===== src/include/spimc_pkg.sv =====
// package: constants and register map of the spi memory host controller
package spimc_pkg;
    localparam int CLK_NS = 40;
    localparam int SCK_HALF_NS = 500;
    localparam int CS_LEAD_NS = 500;
    localparam int CS_LAG_NS = 500;
    localparam int CS_GAP_NS = 2000;
    localparam int HALF_CYC = (SCK_HALF_NS + CLK_NS - 1) / CLK_NS;
    localparam int LEAD_CYC = (CS_LEAD_NS + CLK_NS - 1) / CLK_NS;
    localparam int LAG_CYC = (CS_LAG_NS + CLK_NS - 1) / CLK_NS;
    localparam int GAP_CYC = (CS_GAP_NS + CLK_NS - 1) / CLK_NS;
    localparam int DIV_W = 12;
    localparam int SECTOR_BYTES = 32;
    localparam int HDR_BYTES = 3;
    localparam int ADR_W = 8;
    localparam logic [7:0] OP_LATCH_SET = 8'h06;
    localparam logic [7:0] OP_LATCH_CLR = 8'h04;
    localparam logic [7:0] OP_STAT_RD = 8'h05;
    localparam logic [7:0] OP_STAT_WR = 8'h01;
    localparam logic [7:0] OP_ARR_RD = 8'h03;
    localparam logic [7:0] OP_ARR_PROG = 8'h02;
    localparam logic [2:0] CMD_LATCH_SET = 3'h0;
    localparam logic [2:0] CMD_LATCH_CLR = 3'h1;
    localparam logic [2:0] CMD_STAT_RD = 3'h2;
    localparam logic [2:0] CMD_STAT_WR = 3'h3;
    localparam logic [2:0] CMD_ARR_RD = 3'h4;
    localparam logic [2:0] CMD_ARR_PROG = 3'h5;
    localparam logic [7:0] STAT_WR_MASK = 8'h8c;
    localparam logic [7:0] SECTOR_MASK = 8'he0;
    localparam logic [7:0] REG_CTRL = 8'h00;
    localparam logic [7:0] REG_ADDR = 8'h04;
    localparam logic [7:0] REG_WDATA = 8'h08;
    localparam logic [7:0] REG_STAT = 8'h0c;
    localparam logic [7:0] REG_PINS = 8'h10;
    localparam logic [7:0] REG_BUF = 8'h80;
    localparam int CTRL_START_BIT = 3;
    localparam int CTRL_LEN_LSB = 8;
    localparam int STAT_ERR_BIT = 1;
    localparam int PINS_PAUSE_BIT = 1;
    localparam logic PROT_PIN_RST = 1'b1;
    localparam logic PAUSE_REQ_RST = 1'b0;
    localparam logic [7:0] STATUS_RST = 8'h00;
    localparam logic [4:0] RD_LEN_RST = 5'h00;
    localparam logic [15:0] ADDR_RST = 16'h0000;
endpackage


===== src/hdl/spimc_host.sv =====
// module: wishbone-controlled host for the spi serial memory
//
// The address map and the Wishbone interface to the registers were decided locally.
`timescale 1ns/1ps
module spimc_host #(
    parameter int SECTOR_BYTES = spimc_pkg::SECTOR_BYTES
) (
    input wire logic clock,
    input wire logic rst,
    input wire logic wb_cyc,
    input wire logic wb_stb,
    input wire logic wb_we,
    input wire logic [spimc_pkg::ADR_W-1:0] wb_adr,
    input wire logic [3:0] wb_sel,
    input wire logic [31:0] wb_wdata,
    output logic [31:0] wb_rdata,
    output logic wb_ack,
    output logic sck,
    output logic cs_n,
    output logic si,
    input wire logic so,
    output logic pause_n,
    output logic protect_pin_n
);
    typedef enum logic [2:0] {
        ST_IDLE,
        ST_LEAD,
        ST_HIGH,
        ST_LOW,
        ST_LAG,
        ST_GAP
    } spimc_state_t;

    spimc_state_t state_q;
    logic [spimc_pkg::DIV_W-1:0] div_q;
    logic [2:0] bit_q;
    logic [5:0] byte_q;
    logic [5:0] last_q;
    logic [2:0] cmd_q;
    logic [4:0] rd_len_q;
    logic [15:0] addr_q;
    logic [7:0] wdata_q;
    logic [7:0] status_q;
    logic err_q;
    logic latch_known_q;
    logic pause_req_q;
    logic pause_n_q;
    logic sck_q;
    logic cs_n_q;
    logic ack_q;
    logic [31:0] rdata_q;
    logic [7:0] buf_q [SECTOR_BYTES];

    logic so_s;
    logic acc;
    logic wr;
    logic [7:0] word_adr;
    logic start_wr;
    logic [2:0] cmd_in;
    logic [4:0] len_in;
    logic needs_latch;
    logic cmd_legal;
    logic launch;
    logic refuse;
    logic div_zero;
    logic high_end;
    logic byte_end;
    logic last_byte;
    logic frame_end;
    logic frozen;
    logic pause_ok;
    logic shift_load;
    logic shift_step;
    logic [7:0] load_data;
    logic [7:0] rx_byte;
    logic [31:0] rd_val;

    // so comes from another chip, so it is synchronised before use
    spimc_sync u_so_sync (
        .clock(clock),
        .rst(rst),
        .din(so),
        .dout(so_s)
    );

    spimc_shift u_shift (
        .clock(clock),
        .rst(rst),
        .load(shift_load),
        .load_data(load_data),
        .shift(shift_step),
        .in_bit(so_s),
        .out_bit(si),
        .rx_byte(rx_byte)
    );

    function automatic logic [7:0] op_of(input logic [2:0] c);
        case (c)
            spimc_pkg::CMD_LATCH_SET: op_of = spimc_pkg::OP_LATCH_SET;
            spimc_pkg::CMD_LATCH_CLR: op_of = spimc_pkg::OP_LATCH_CLR;
            spimc_pkg::CMD_STAT_RD: op_of = spimc_pkg::OP_STAT_RD;
            spimc_pkg::CMD_STAT_WR: op_of = spimc_pkg::OP_STAT_WR;
            spimc_pkg::CMD_ARR_RD: op_of = spimc_pkg::OP_ARR_RD;
            spimc_pkg::CMD_ARR_PROG: op_of = spimc_pkg::OP_ARR_PROG;
            default: op_of = spimc_pkg::OP_STAT_RD;
        endcase
    endfunction

    // index of the final byte of the frame; chip select rises LAG_CYC cycles after it
    function automatic logic [5:0] last_of(input logic [2:0] c, input logic [4:0] n);
        case (c)
            spimc_pkg::CMD_STAT_RD: last_of = 6'h01;
            spimc_pkg::CMD_STAT_WR: last_of = 6'h01;
            spimc_pkg::CMD_ARR_RD: last_of = 6'(spimc_pkg::HDR_BYTES) + {1'b0, n};
            spimc_pkg::CMD_ARR_PROG: last_of = 6'(spimc_pkg::HDR_BYTES + SECTOR_BYTES - 1);
            default: last_of = 6'h00;
        endcase
    endfunction

    function automatic logic [7:0] tx_byte(input logic [5:0] b);
        logic [4:0] idx;
        idx = 5'(b - 6'(spimc_pkg::HDR_BYTES));
        if (cmd_q == spimc_pkg::CMD_STAT_WR) begin
            tx_byte = wdata_q & spimc_pkg::STAT_WR_MASK;
        end else if (b == 6'h01) begin
            tx_byte = addr_q[15:8];
        end else if (b == 6'h02 && cmd_q == spimc_pkg::CMD_ARR_PROG) begin
            tx_byte = addr_q[7:0] & spimc_pkg::SECTOR_MASK;
        end else if (b == 6'h02) begin
            tx_byte = addr_q[7:0];
        end else if (cmd_q == spimc_pkg::CMD_ARR_PROG) begin
            tx_byte = buf_q[idx];
        end else begin
            tx_byte = 8'h00;
        end
    endfunction

    // bus decode; one ack per request, dropped the cycle after
    assign acc = wb_cyc && wb_stb && !ack_q;
    assign wr = acc && wb_we;
    assign word_adr = {wb_adr[7:2], 2'b00};
    assign start_wr = wr && word_adr == spimc_pkg::REG_CTRL && wb_sel[0]
        && wb_wdata[spimc_pkg::CTRL_START_BIT];
    assign cmd_in = wb_wdata[2:0];
    assign len_in = wb_wdata[spimc_pkg::CTRL_LEN_LSB +: 5];
    assign cmd_legal = cmd_in <= spimc_pkg::CMD_ARR_PROG;
    assign needs_latch = cmd_in == spimc_pkg::CMD_ARR_PROG || cmd_in == spimc_pkg::CMD_STAT_WR;
    assign refuse = start_wr && (state_q != ST_IDLE || !cmd_legal || (needs_latch && !latch_known_q));
    assign launch = start_wr && !refuse;

    assign div_zero = div_q == '0;
    assign high_end = state_q == ST_HIGH && div_zero;
    assign byte_end = high_end && bit_q == 3'h7;
    assign last_byte = byte_q == last_q;
    assign frame_end = state_q == ST_LAG && div_zero;
    assign frozen = pause_req_q || !pause_n_q;
    // pause may move only where sck is low now and will not rise this edge
    assign pause_ok = state_q == ST_IDLE || state_q == ST_LAG || state_q == ST_GAP
        || ((state_q == ST_LOW || state_q == ST_LEAD) && !div_zero);

    assign shift_load = launch || (byte_end && !last_byte);
    assign shift_step = high_end && !shift_load;
    assign load_data = launch ? op_of(cmd_in) : tx_byte(6'(byte_q + 6'h01));

    always_ff @(posedge clock or posedge rst) begin
        if (rst) begin
            state_q <= ST_IDLE;
            div_q <= '0;
            bit_q <= 3'h0;
            byte_q <= 6'h00;
            sck_q <= 1'b0;
            cs_n_q <= 1'b1;
        end else begin
            case (state_q)
                ST_IDLE: begin
                    if (launch) begin
                        state_q <= ST_LEAD;
                        cs_n_q <= 1'b0;
                        div_q <= spimc_pkg::DIV_W'(spimc_pkg::LEAD_CYC - 1);
                        bit_q <= 3'h0;
                        byte_q <= 6'h00;
                    end
                end
                ST_LEAD: begin
                    // a pause before the first rise must hold sck low too, or the device loses bit 7
                    if (frozen) begin
                        div_q <= spimc_pkg::DIV_W'(spimc_pkg::LEAD_CYC - 1);
                    end else if (div_zero) begin
                        state_q <= ST_HIGH;
                        sck_q <= 1'b1;
                        div_q <= spimc_pkg::DIV_W'(spimc_pkg::HALF_CYC - 1);
                    end else begin
                        div_q <= div_q - 1'b1;
                    end
                end
                ST_HIGH: begin
                    if (div_zero) begin
                        sck_q <= 1'b0;
                        bit_q <= bit_q + 3'h1;
                        if (bit_q == 3'h7 && last_byte) begin
                            state_q <= ST_LAG;
                            div_q <= spimc_pkg::DIV_W'(spimc_pkg::LAG_CYC - 1);
                        end else begin
                            state_q <= ST_LOW;
                            div_q <= spimc_pkg::DIV_W'(spimc_pkg::HALF_CYC - 1);
                        end
                        if (bit_q == 3'h7 && !last_byte) begin
                            byte_q <= byte_q + 6'h01;
                        end
                    end else begin
                        div_q <= div_q - 1'b1;
                    end
                end
                ST_LOW: begin
                    // a pause restarts the low half, so sck stays low a full half after release
                    if (frozen) begin
                        div_q <= spimc_pkg::DIV_W'(spimc_pkg::HALF_CYC - 1);
                    end else if (div_zero) begin
                        state_q <= ST_HIGH;
                        sck_q <= 1'b1;
                        div_q <= spimc_pkg::DIV_W'(spimc_pkg::HALF_CYC - 1);
                    end else begin
                        div_q <= div_q - 1'b1;
                    end
                end
                ST_LAG: begin
                    if (div_zero) begin
                        state_q <= ST_GAP;
                        cs_n_q <= 1'b1;
                        div_q <= spimc_pkg::DIV_W'(spimc_pkg::GAP_CYC - 1);
                    end else begin
                        div_q <= div_q - 1'b1;
                    end
                end
                ST_GAP: begin
                    if (div_zero) begin
                        state_q <= ST_IDLE;
                    end else begin
                        div_q <= div_q - 1'b1;
                    end
                end
                default: begin
                    state_q <= ST_IDLE;
                    cs_n_q <= 1'b1;
                    sck_q <= 1'b0;
                end
            endcase
        end
    end

    // command latch, taken only when a frame launches
    always_ff @(posedge clock or posedge rst) begin
        if (rst) begin
            cmd_q <= spimc_pkg::CMD_LATCH_SET;
            rd_len_q <= spimc_pkg::RD_LEN_RST;
            last_q <= 6'h00;
        end else if (launch) begin
            cmd_q <= cmd_in;
            rd_len_q <= len_in;
            last_q <= last_of(cmd_in, len_in);
        end
    end

    // software-written operands and pin levels
    always_ff @(posedge clock or posedge rst) begin
        if (rst) begin
            addr_q <= spimc_pkg::ADDR_RST;
            wdata_q <= 8'h00;
            protect_pin_n <= spimc_pkg::PROT_PIN_RST;
            pause_req_q <= spimc_pkg::PAUSE_REQ_RST;
        end else if (wr) begin
            if (word_adr == spimc_pkg::REG_ADDR && wb_sel[0] && state_q == ST_IDLE) begin
                addr_q[7:0] <= wb_wdata[7:0];
            end
            if (word_adr == spimc_pkg::REG_ADDR && wb_sel[1] && state_q == ST_IDLE) begin
                addr_q[15:8] <= wb_wdata[15:8];
            end
            if (word_adr == spimc_pkg::REG_WDATA && wb_sel[0] && state_q == ST_IDLE) begin
                wdata_q <= wb_wdata[7:0];
            end
            // the pin level is free to change; the device judges it itself
            if (word_adr == spimc_pkg::REG_PINS && wb_sel[0]) begin
                protect_pin_n <= wb_wdata[0];
                pause_req_q <= wb_wdata[spimc_pkg::PINS_PAUSE_BIT];
            end
        end
    end

    always_ff @(posedge clock or posedge rst) begin
        if (rst) begin
            pause_n_q <= 1'b1;
        end else if (pause_ok) begin
            pause_n_q <= !pause_req_q;
        end
    end

    // refusal flag: a new refusal beats a clear in the same cycle
    always_ff @(posedge clock or posedge rst) begin
        if (rst) begin
            err_q <= 1'b0;
        end else if (refuse) begin
            err_q <= 1'b1;
        end else if (wr && word_adr == spimc_pkg::REG_STAT && wb_sel[0] && wb_wdata[spimc_pkg::STAT_ERR_BIT]) begin
            err_q <= 1'b0;
        end
    end

    // host view of the latch, mirrors what the device does after each frame
    always_ff @(posedge clock or posedge rst) begin
        if (rst) begin
            latch_known_q <= 1'b0;
        end else if (frame_end) begin
            if (cmd_q == spimc_pkg::CMD_LATCH_SET) begin
                latch_known_q <= 1'b1;
            end else if (cmd_q != spimc_pkg::CMD_STAT_RD && cmd_q != spimc_pkg::CMD_ARR_RD) begin
                latch_known_q <= 1'b0;
            end
        end
    end

    // the status byte is kept raw; busy and latch decoding is software's
    always_ff @(posedge clock or posedge rst) begin
        if (rst) begin
            status_q <= spimc_pkg::STATUS_RST;
        end else if (byte_end && cmd_q == spimc_pkg::CMD_STAT_RD && byte_q == 6'h01) begin
            status_q <= rx_byte;
        end
    end

    // sector buffer: program source and read landing area; bus writes only while idle
    always_ff @(posedge clock) begin
        if (byte_end && cmd_q == spimc_pkg::CMD_ARR_RD && byte_q >= 6'(spimc_pkg::HDR_BYTES)) begin
            buf_q[5'(byte_q - 6'(spimc_pkg::HDR_BYTES))] <= rx_byte;
        end else if (wr && wb_adr[7] && wb_sel[0] && state_q == ST_IDLE) begin
            buf_q[wb_adr[6:2]] <= wb_wdata[7:0];
        end
    end

    always_comb begin
        rd_val = 32'h0000_0000;
        if (wb_adr[7]) begin
            rd_val = {24'h00_0000, buf_q[wb_adr[6:2]]};
        end else begin
            case (word_adr)
                spimc_pkg::REG_CTRL: rd_val = {19'h0_0000, rd_len_q, 5'h00, cmd_q};
                spimc_pkg::REG_ADDR: rd_val = {16'h0000, addr_q};
                spimc_pkg::REG_WDATA: rd_val = {24'h00_0000, wdata_q};
                spimc_pkg::REG_STAT: rd_val = {16'h0000, status_q, 5'h00, latch_known_q, err_q, state_q != ST_IDLE};
                spimc_pkg::REG_PINS: rd_val = {29'h0000_0000, !pause_n_q, pause_req_q, protect_pin_n};
                default: rd_val = 32'h0000_0000;
            endcase
        end
    end

    always_ff @(posedge clock or posedge rst) begin
        if (rst) begin
            ack_q <= 1'b0;
            rdata_q <= 32'h0000_0000;
        end else begin
            ack_q <= acc;
            if (acc && !wb_we) begin
                rdata_q <= rd_val;
            end
        end
    end

    assign wb_ack = ack_q;
    assign wb_rdata = rdata_q;
    assign sck = sck_q;
    assign cs_n = cs_n_q;
    assign pause_n = pause_n_q;

    // helper: bits sent and rising edges seen in the current frame
    logic [7:0] sent_q;
    logic [8:0] rise_cnt_q;
    always_ff @(posedge clock or posedge rst) begin
        if (rst) begin
            sent_q <= 8'h00;
            rise_cnt_q <= 9'h000;
        end else begin
            if (!sck_q && (state_q == ST_LEAD || state_q == ST_LOW) && div_zero && !frozen) begin
                sent_q <= {sent_q[6:0], si};
                rise_cnt_q <= rise_cnt_q + 9'h001;
            end
            if (launch) begin
                rise_cnt_q <= 9'h000;
            end
        end
    end
endmodule


===== src/hdl/spimc_sync.sv =====
// module: two-flop synchroniser for one pin input
`timescale 1ns/1ps
module spimc_sync (
    input wire logic clock,
    input wire logic rst,
    input wire logic din,
    output logic dout
);
    logic meta_q;

    always_ff @(posedge clock or posedge rst) begin
        if (rst) begin
            meta_q <= 1'b0;
            dout <= 1'b0;
        end else begin
            meta_q <= din;
            dout <= meta_q;
        end
    end
endmodule


===== src/hdl/spimc_shift.sv =====
// module: byte shift register, msb first out and in
`timescale 1ns/1ps
module spimc_shift (
    input wire logic clock,
    input wire logic rst,
    input wire logic load,
    input wire logic [7:0] load_data,
    input wire logic shift,
    input wire logic in_bit,
    output logic out_bit,
    output logic [7:0] rx_byte
);
    logic [7:0] sh_q;

    always_ff @(posedge clock or posedge rst) begin
        if (rst) begin
            sh_q <= 8'h00;
        end else if (load) begin
            sh_q <= load_data;
        end else if (shift) begin
            sh_q <= {sh_q[6:0], in_bit};
        end
    end

    assign out_bit = sh_q[7];
    assign rx_byte = {sh_q[6:0], in_bit};
endmodule


===== config.mk =====
export PLATFORM = sky130hd
export DESIGN_NAME = spimc_host
export DESIGN_NICKNAME = d
export VERILOG_FILES = /design/src/include/spimc_pkg.sv /design/src/hdl/spimc_host.sv /design/src/hdl/spimc_sync.sv /design/src/hdl/spimc_shift.sv
export SDC_FILE = /design/constraint.sdc
export NUM_CORES = 1
export LEC_CHECK = 0
export ABC_AREA = 1
export BUFFER_PORTS_ARGS = -buffer_cell sky130_fd_sc_hd__buf_2
export CELL_PAD_IN_SITES_DETAIL_PLACEMENT = 0
export CELL_PAD_IN_SITES_GLOBAL_PLACEMENT = 1
export CORE_MARGIN = 4
export CORE_UTILIZATION = 48
export DETAILED_ROUTE_END_ITERATION = 10
export PLACE_DENSITY_LB_ADDON = 0.25
export SYNTH_ARGS = -nofsm -noshare
export SYNTH_HDL_FRONTEND = slang
export SYNTH_SLANG_ARGS = --single-unit

===== constraint.sdc =====
create_clock -name clock -period 3.9 [get_ports clock]
set_clock_uncertainty 0.2 [all_clocks]
set_input_delay 0.585 -clock clock [delete_from_list [all_inputs] [get_ports clock]]
set_output_delay 0.585 -clock clock [all_outputs]
set_load 0.01 [all_outputs]

# After elaboration in Yosys (flattened, before gate mapping)
# Memories as Yosys holds them, arrays and structs flattened.
# Cells that the tools add are included.
# totals
romBits	0
ff_bits	120
latchBits	0
mem_count	1
mem_bits_rw	256
output_inout_bits	38
# mem_list
name	words	word_bits	read_ports	rd_ports_with_merged_regs	write_ports	line_no	source
buf_q	32	8	2	0	1	spimc_host.sv:52	logic [7:0] buf_q [SECTOR_BYTES];
# op_classes
mul	0
n_div	0
n_shift	0
n_bitwise	2
addsub	6
n_mux	51
n_lt_le_gt_ge	2
eq_ne	33
reduce_logical	83
# ops
op	n
16-bit one-hot mux with 5 select lines	1
8-bit 2-to-1 mux	9
12-bit 2-to-1 mux	5
12-bit one-hot mux with 5 select lines	1
1-bit logical AND	37
3-bit one-hot mux with 5 select lines	2
3-bit 2-to-1 mux	9
3-bit == test, second input constant	7
3-bit by 2-bit == test with 1-bit output, second input constant	6
6-bit by 1-bit == test with 1-bit output, second input constant	3
6-bit by 2-bit == test with 1-bit output, second input constant	3
6-bit 2-to-1 mux	3
6-bit one-hot mux with 3 select lines	1
16-bit 2-to-1 mux	1
1-bit 2-to-1 mux	14
12-bit zero test	1
2-bit inequality test, second input constant	6
6-bit one-hot mux with 2 select lines	1
12-bit by 1-bit subtractor with 12-bit output, second input constant	1
1-bit zero test	10
2-bit AND reduction	5
5-bit by 2-bit subtractor with 5-bit output, second input constant	2
3-bit zero test	3
1-bit logical OR	9
other kinds (26)	37

# Depth between registers and ports, before layout
# Gate-level depths: netlist of the first run.
# logic_depth
ltp_word	14
depth_mapped	21

# Cells and area by module
# Synthesis of the first run repeated with hierarchy kept, for this count alone.
# hier_totals
cells_unflattened	2028
hier_area_um2	18614.1
# by_module_without_submodules
module	area_each_um2	seq_area_each_um2	n_inst	cells_per_inst
spimc_host	18174.9	10043.4	1	1979
spimc_shift	385.4	200.2	1	46
spimc_sync	53.8	50.0	1	3

# Worst setup path before layout of the first run
# Ideal clock, no wire load.
# synth_timing
path_kind	input to register
start	in wb_stb
end	mem buf_q[0][4], data pin
arrival_time_ns	2.896
required_time_ns	3.246
path_slack_ns	0.350
setup_ns	0.454
cell_stages	10
path_cell_list	inv_1 nor2_2 nand2_1 nor2_2 nand2_1 inv_1 nand3_1 buf_2 clkbuf_1 o21ai_0
# synth_between
elab_chain_cells	11
# synth_rtl
element	line_no	source
start: declaration	spimc_host.sv:11	input wire logic wb_stb,
1-bit logical AND (2 in series)	spimc_host.sv:139	assign acc = wb_cyc && wb_stb && !ack_q;
1-bit logical AND	spimc_host.sv:140	assign wr = acc && wb_we;
1-bit logical AND (3 in series)	spimc_host.sv:334	end else if (wr && wb_adr[7] && wb_sel[0] && state_q == ST_IDLE) begin
1-bit 2-to-1 mux	spimc_host.sv:334	
1-bit 2-to-1 mux	spimc_host.sv:332	if (byte_end && cmd_q == spimc_pkg::CMD_ARR_RD && byte_q >= 6'(spimc_pkg::HDR_BYTES)) begin
1-bit 2-to-1 mux (not written as such)	spimc_host.sv:335	buf_q[wb_adr[6:2]] <= wb_wdata[7:0];
8-bit OR reduction (no line)	--	
8-bit 2-to-1 mux (no line)	--	
end: declaration	spimc_host.sv:52	
# No other way between the ends.

# Worst setup path in the final report of the first run
# layout_timing
start	reg byte_q[0]
end	reg u_shift.sh_q[2]
# layout_between
elab_chain_cells	10
elab_cells_between_ends	20
classes_between	add/sub (2); eq/ne (3); mux (7); reduce/logical (7); memory (1)
# layout_rtl
element	line_no	source
start: declaration	spimc_host.sv:37	logic [5:0] byte_q;
start signal: assignment	spimc_host.sv:208	byte_q <= byte_q + 6'h01;
6-bit by 1-bit adder with 6-bit output	spimc_host.sv:163	assign load_data = launch ? op_of(cmd_in) : tx_byte(6'(byte_q + 6'h01));
5-bit by 2-bit subtractor with 5-bit output	spimc_host.sv:122	idx = 5'(b - 6'(spimc_pkg::HDR_BYTES));
memory 32 x 8 bit	--	
8-bit 2-to-1 mux	spimc_host.sv:131	end else if (cmd_q == spimc_pkg::CMD_ARR_PROG) begin
8-bit 2-to-1 mux	spimc_host.sv:129	end else if (b == 6'h02) begin
8-bit 2-to-1 mux	spimc_host.sv:127	end else if (b == 6'h02 && cmd_q == spimc_pkg::CMD_ARR_PROG) begin
8-bit 2-to-1 mux	spimc_host.sv:125	end else if (b == 6'h01) begin
8-bit 2-to-1 mux	spimc_host.sv:123	if (cmd_q == spimc_pkg::CMD_STAT_WR) begin
8-bit 2-to-1 mux	spimc_host.sv:163	
8-bit 2-to-1 mux	spimc_shift.sv:18	end else if (load) begin
end signal: assignment	spimc_shift.sv:19	sh_q <= load_data;
end signal: assignment	spimc_shift.sv:21	sh_q <= {sh_q[6:0], in_bit};
end: declaration	spimc_shift.sv:13	logic [7:0] sh_q;
# Several ways; a longest one is shown, not always the timed one.
# A chain may end at the register's enable or synchronous reset.

==> reports/metrics.yaml, run 1 <==
postCtsSetupRepairBufs: 0
die_h_um: 202
worstMarginPinSlew_ps: 947
antenna_found_initial: 3
core.rowCount: 70
cts_root_buffer: "clkbuf_16"
n_fill_cell: 3337
synthTopCellsByArea: "edfxtp_1 42%, dfrtp_1 14%, nand2_1 12%, nand3_1 6.7%, o21ai_0 2.8%"
fin_hold_ws_ps: 63.5
htree_levels: 2
synth_cell_types: 61
yosysTopAreaCell: "edfxtp_1"
min_from: "wb_wdata[14]"
gp_congestion: 0.871
powerDensity_nw_per_um2: 470
fin_crit_ps: 3150
finalCritPeriodShare_pct: 80.7
avgSynthCellArea_sq_um: 9.21
synth_seq_cells: 360
first_iter_violations: 1536
grt_pass1_vias: 14700
io_buffer_count: 51
io_pins: 88
syn_to_final_growth_pct: 13.7
critPathMaxFanout: 23
hold_class: "in2reg"
rsz0062_at_grt: "false"
final_area_sq_um: 20600
final_nets: 2106
crit_type: "reg2reg"
grt.overflow.total: 0
placed_cell_area_sq_um: 19200
required_ps: 4150
setup-violations-final: 0
netlist_area_sq_um: 18100
peakVddDrop_v: 0.000339
wl_per_cell_um: 21.4
cts_resized: 0
fin_setup_tns_ps: 0
yosys_warnings: 0
dieArea_sq_um: 41000
status: "completed"
rr_startpoint: "byte_q[0]$_DFFE_PP0P_"
r2r_end: "u_shift.sh_q[2]$_DFFE_PP0P_"
routed_wl_um: 55200
via_per_inst: 5.76
vias: 14900
track_usage_pct: 26.6
p_leak_nw: 8.15
timing.fmax_mhz: 318
arrival_ps: 3400
r2r_setup_slack_ps: 750
cp-end-kind: "flip-flop"
netlist.area_leader.share_pct: 42.4
grt_start_max_net_pins: 115
drt_first_pass_iters: 5
drtAntennaViolNets: 0
syn_inst: 1970
dp_hpwl_um: 35700
core_area_sq_um: 37000
slew_viol_final: 0
numCtsBuffers: 41
finalHoldViolations: 0
start_util_pct: 49.1
die-width_um: 202
cts_sinks: 360
drive_gt1_share_pct: 13.3
clk_pin_slew_ps: 60
grt_pass1_wl_um: 84300
cts_tree: "built"
clk_latency_ps: 570
whs_path_depth: 2
ys_seq_area_share_pct: 56.8
holdPathEnd: "addr_q[14]$_DFFE_PP0P_"
cts.path.max_buffers: 3
maxCapViolCount: 0
p_total_w: 0.00969
slew_headroom_pct: 36.9
critPathLaunchType: "flip-flop"
drc: 0
rr_worst_depth: 18
[layer usage]
layer,up-vias,wire [um],global-route usage [%]
met3,141,4950,6.22
met5,-,0,0
met4,0,2210,11.1
li1,6966,-,-
met2,652,24800,40.7
met1,7130,23300,36.6
[synth_stat cells, drive strengths merged]
| cell type | count |
|---|---|
| nand2 | 595 |
| edfxtp | 256 |
| nand3 | 251 |
| nor2 | 122 |
| inv | 119 |
| o21ai | 109 |
| dfrtp | 101 |
| a21oi | 81 |
| clkbuf | 58 |
| buf | 57 |
| a22oi | 42 |
| nand4 | 26 |
| o211ai | 23 |
| a221oi | 19 |
| nor3 | 15 |
| xor2 | 14 |
| o22ai | 11 |
| ha | 10 |
| a41oi | 8 |
| mux2 | 7 |
| o2111ai | 5 |
| a31oi | 4 |
| clkinv | 4 |
| xnor2 | 4 |
| a2111oi | 3 |
| a22o | 3 |
| dfstp | 3 |
| o2bb2ai | 3 |
| or2 | 3 |
| a211oi | 2 |
| nor4 | 2 |
| o21a | 2 |
| o41ai | 2 |
| conb | 1 |
| nor3b | 1 |
| o221ai | 1 |
| o31ai | 1 |
| o32a | 1 |
| o32ai | 1 |
[logic make-up after synthesis]
family | Yosys count | synth area share (%)
AND/OR/NAND/NOR | 1015 | 24.2
flip-flops | 360 | 56.8
AO/OA/AOI/OAI | 321 | 11.2
buffers and inverters | 238 | 5.73
XOR/XNOR | 18 | 0.952
adder cells (fa/ha/maj) | 10 | 0.690
multiplexers | 7 | 0.435
other | 1 | 0.0207
[cells in the final DEF, fill, tap and decap left out, types with 14 or more instances in the layout]
| master | netlist | routed |
|---|---|---|
| nand2_1 | 584 | 584 |
| edfxtp_1 | 256 | 256 |
| nand3_1 | 244 | 244 |
| nor2_1 | 108 | 108 |
| inv_1 | 106 | 105 |
| dfrtp_1 | 101 | 100 |
| o21ai_0 | 102 | 94 |
| a21oi_1 | 81 | 81 |
| buf_4 | 18 | 74 |
| buf_2 | 35 | 51 |
| clkbuf_16 | 0 | 43 |
| a22oi_1 | 42 | 42 |
| nand4_1 | 26 | 26 |
| o211ai_1 | 23 | 23 |
| a221oi_1 | 19 | 19 |
| conb_1 | 1 | 16 |
| nor3_1 | 14 | 14 |
[what timing repair did]
action,CTS,global route
endpoints found under the hold margin,51,0
hold buffers,2,0
endpoints found under the setup margin,0,0
[area by class of cell]
type | instances | area [sq um] | share of cell area, %
sequential | 360 | 10300 | 49.9
multi-input combinational | 1387 | 6900 | 33.4
clock buffer | 56 | 1180 | 5.75
timing repair buffer | 133 | 951 | 4.61
tap | 504 | 631 | 3.06
inverter | 123 | 477 | 2.31
clock inverter | 20 | 180 | 0.874
antenna | 2 | 5.00 | 0.0243
[sequential cells by signal (all words and copies together) (netlist names), 8 cells and up]
signal	count
status_q	8
wdata_q	8
addr_q	16
wb_rdata	16
u_shift.sh_q	8
div_q	12
buf_q	256
[metrics by stage]
stage / util, % / instances / worst slack (ps)
5_1_grt: 55.8 / 2585 / 535
4_1_cts: 55.8 / 2583 / 769
3_5_place_dp: 52.0 / 2505 / 573
2_1_floorplan: - / 1985 / 350
3_3_place_gp: 52.0 / 2505 / 614
6_report: 55.8 / 2585 / 753
[critical path, cell delays in order (launching register included)]
cell and delay [ps]:
dfrtp_4 540, clkinv_2 110, ha_1 240, nor2_4 70
inv_2 430, buf_4 330, nand3_1 110, nand3_1 90
nand3_1 130, nand2_1 170, nand2_1 60, nand3_1 130
nand2_1 60, nand2_1 90, nand2_1 60, nand2_1 50
nand2_1 40, nand2_1 60, nand2_1 40
[worst max-delay path by stage]
stage | startpoint | end | slack (ps) | cells past startpoint
final | byte_q[0]$_DFFE_PP0P_ | u_shift.sh_q[2]$_DFFE_PP0P_ | 750 | 18
after CTS | byte_q[0]$_DFFE_PP0P_ | u_shift.sh_q[2]$_DFFE_PP0P_ | 770 | 18
after global placement | wb_stb | buf_q[7][1]$_DFFE_PP_ | 610 | 14
after global routing | byte_q[0]$_DFFE_PP0P_ | u_shift.sh_q[2]$_DFFE_PP0P_ | 540 | 18
after detailed placement | wb_stb | buf_q[6][1]$_DFFE_PP_ | 570 | 14
after floorplan | wb_stb | buf_q[0][4]$_DFFE_PP_ | 350 | 10
[power breakdown]
group | total (W) | leakage (nW) | switching, W | internal, W
Sequential | 0.00446 | 3.37 | 0.000124 | 0.00434
Clock | 0.00388 | 0.678 | 0.00156 | 0.00233
Combinational | 0.00135 | 4.10 | 0.000937 | 0.000413
Total | 0.00969 | 8.15 | 0.00262 | 0.00708
No activity file was read; power rests on OpenSTA's default activity.
==> run 2, diff against run 1 <==
--- a/config.mk
+++ b/config.mk
@@ -5,12 +5,12 @@
 export SDC_FILE = /design/constraint.sdc
 export NUM_CORES = 1
 export LEC_CHECK = 0
-export ABC_AREA = 1
+export ABC_AREA = 0
 export BUFFER_PORTS_ARGS = -buffer_cell sky130_fd_sc_hd__buf_2
 export CELL_PAD_IN_SITES_DETAIL_PLACEMENT = 0
 export CELL_PAD_IN_SITES_GLOBAL_PLACEMENT = 1
 export CORE_MARGIN = 4
-export CORE_UTILIZATION = 48
+export CORE_UTILIZATION = 47
 export DETAILED_ROUTE_END_ITERATION = 10
 export PLACE_DENSITY_LB_ADDON = 0.25
 export SYNTH_ARGS = -nofsm -noshare
==> constraint.sdc (replaced) <==
create_clock -name clock -period 2.8 [get_ports clock]
set_clock_uncertainty 0.2 [all_clocks]
set_input_delay 0.42 -clock clock [delete_from_list [all_inputs] [get_ports clock]]
set_output_delay 0.42 -clock clock [all_outputs]
set_load 0.01 [all_outputs]
==> run 2 against run 1 <==
  * Sequential power up 28%
  * Critical path depth shrank 8
  * Worst setup slack worse by 750 ps
  * Fmax rose by 13%
  * Via count down 15%
  * Routed wire length shrank 3.4%
  * Highest routed layer unchanged
==> reports/metrics.yaml, run 2 <==
cts_tree: "built"
timing.fmax_mhz: 358
die_h_um: 204
min_from: "wb_wdata[9]"
vias: 12600
critPathMaxFanout: 8
rsz0062_at_grt: "true"
routed_wl_um: 53300
async_flop_share_pct: 28.9
layout_common_cells: "256 x edfxtp_1, 180 x buf_4, 146 x mux4_2"
synthTopCellsByArea: "edfxtp_1 42%, mux4_2 18%, dfrtp_1 14%, nand2_1 2.7%, mux2_2 2.4%"
slew_viol_final: 0
arrival_ps: 2870
syn_inst: 1242
dieArea_sq_um: 41700
die-width_um: 204
drt_first_pass_iters: 6
pre_cts_ws_ps: -273
largest-register: "buf_q"
drc: 0
netlist.area_leader.share_pct: 42.5
critPathLaunchType: "flip-flop"
grt_pass1_vias: 12700
htree_levels: 2
rr_startpoint: "state_q[0]$_DFFE_PP0P_"
maxCapViolCount: 0
synth-edff-count: 256
core.rowCount: 71
hold_class: "in2reg"
yosysMostFrequentCell: "edfxtp_1"
syn_to_final_growth_pct: 30.0
dp_hpwl_um: 36900
via_per_inst: 6.02
grt_pass1_wl_um: 78500
ys.flop_type: "edfxtp_1"
worstMarginPinSlew_ps: 813
gp_congestion: 0.920
start_util_pct: 47.8
io_buffer_count: 51
worstPathCellList: "nor3_4, nand3_1, buf_4, nor2_1, buf_4, nand2_1, nand2_1, nand3_2, nor2_4, buf_6"
io_pins: 88
slew_headroom_pct: 45.6
drive_gt1_share_pct: 43.9
avgSynthCellArea_sq_um: 14.6
yosys_warnings: 0
p_leak_nw: 8.21
antenna_found_initial: 0
path_buf_inv: 3
finalHoldViolations: 0
yosysTopAreaCell: "edfxtp_1"
n_antenna_cell: 0
largest_reg_flops: 256
cpPeakStageDelay_ps: 460
grt_start_max_net_pins: 38
cts_root_buffer: "clkbuf_16"
crit_type: "reg2reg"
synth_common_cells: "256 x edfxtp_1, 146 x mux4_2, 129 x nand2_1"
powerDensity_nw_per_um2: 479
wl_per_cell_um: 25.4
final_common_cell: "edfxtp_1"
synth_cell_types: 81
ys_seq_area_share_pct: 56.9
final_nets: 1619
netlist_area_sq_um: 18100
clk_latency_ps: 560
synth_seq_cells: 360
clk_pin_slew_ps: 60
cp-end-kind: "flip-flop"
numCtsBuffers: 41
first_iter_violations: 1106
core_area_sq_um: 37800
setup-violations-final: 0
n_fill_cell: 2831
fin_crit_ps: 2790
critPathLaunch: "state_q[0]$_DFFE_PP0P_"
track_usage_pct: 25.2
status: "completed"
cts_sinks: 360
drtAntennaViolNets: 0
finalCritPeriodShare_pct: 99.8
required_ps: 2870
fin_setup_tns_ps: 0
setup_ws_ps: 6.16
critPathTopFamily: "simple AND/OR/NAND/NOR gates"
cts.path.max_buffers: 3
grt.overflow.total: 0
peakVddDrop_v: 0.000535
cp_slowest_cell: "dfrtp_2"
## run 2: cell count changes after synthesis, sizes merged, moves of 23 or more
cell	delta
a21oi	-57
clkbuf	-23
inv	-95
mux2	+35
mux2i	+32
mux4	+146
nand2	-466
nand3	-223
nor2	-41
o21ai	-44
## run 2: timing repair
item / 4_1_cts / 5_1_grt
cloned: 0 / 2
resized for setup: 131 / 100
hold buffers: 18 / 0
setup endpoints to repair: 262 / 300
pin swaps: 17 / 36
setup buffers: 20 / 16
hold endpoints to repair: 50 / 0
## run 2: cells by family (layout without fill, tap and decap cells)
kind of cell	after synthesis	after routing	synth area share, %
DFF	360	360	56.9
and+or+nand+nor	326	326	8.48
muxes	220	220	22.6
AOI/OAI and AO/OA	198	198	7.49
buffers and inverters	111	442	3.00
xor gates and xnor gates	16	16	0.892
adders and majority gates	10	10	0.691
other	1	16	0.0207
## run 2: worst paths after layout
kind,end,slack (ps),cells after the start
setup / recovery,buf_q[5][5]$_DFFE_PP_,6,10
min in group asynchronous,wb_rdata[0]$_DFFE_PP0P_,300,3
hold reg to reg,u_so_sync.dout$_DFF_PP0_,150,0
setup reg to reg,buf_q[5][5]$_DFFE_PP_,6,10
hold / removal,addr_q[9]$_DFFE_PP0P_,40,3
max in group asynchronous,cs_n$_DFFE_PP1P_,1420,4
## run 2: area by class of cell
type | count | area (sq um) | share of cell area (%)
clock buffers | 51 | 1120 | 4.78
clock inverters | 21 | 135 | 0.575
repair buffers | 346 | 3240 | 13.8
inverters | 24 | 98.8 | 0.420
well taps | 511 | 639 | 2.72
multi-input cells | 786 | 7980 | 33.9
flip-flops and latches | 360 | 10300 | 43.8
## run 2: tightest hold or removal path: stages
cell and delay [ps]:
buf_2 80, inv_1 80, o21ai_0 170
## run 2: layer usage
layer / track usage [%] / part of all wire, %
met5: 0 / 0
met1: 32.6 / 39
met2: 42.5 / 49
met4: 9.69 / 4.5
met3: 4.78 / 7.2
## run 2: metrics by stage
stage	instance area (sq um)	hold slack, ps	total power [W]	cells	utilization [%]
2_1_floorplan	18300	131	0.00609	1257	-
3_3_place_gp	20800	134	0.00629	1973	55.0
3_5_place_dp	20800	145	0.00629	1973	55.0
4_1_cts	22900	12.3	0.0113	2083	60.5
5_1_grt	23500	46.7	0.0116	2099	62.2
6_report	23500	36.2	0.0113	2099	62.2
## run 2: report_power, final
group | internal (W) | total (W) | switching (W)
clock network | 0.00293 | 0.00505 | 0.00212
registers | 0.00570 | 0.00572 | 0.0000194
logic | 0.000214 | 0.000488 | 0.000275
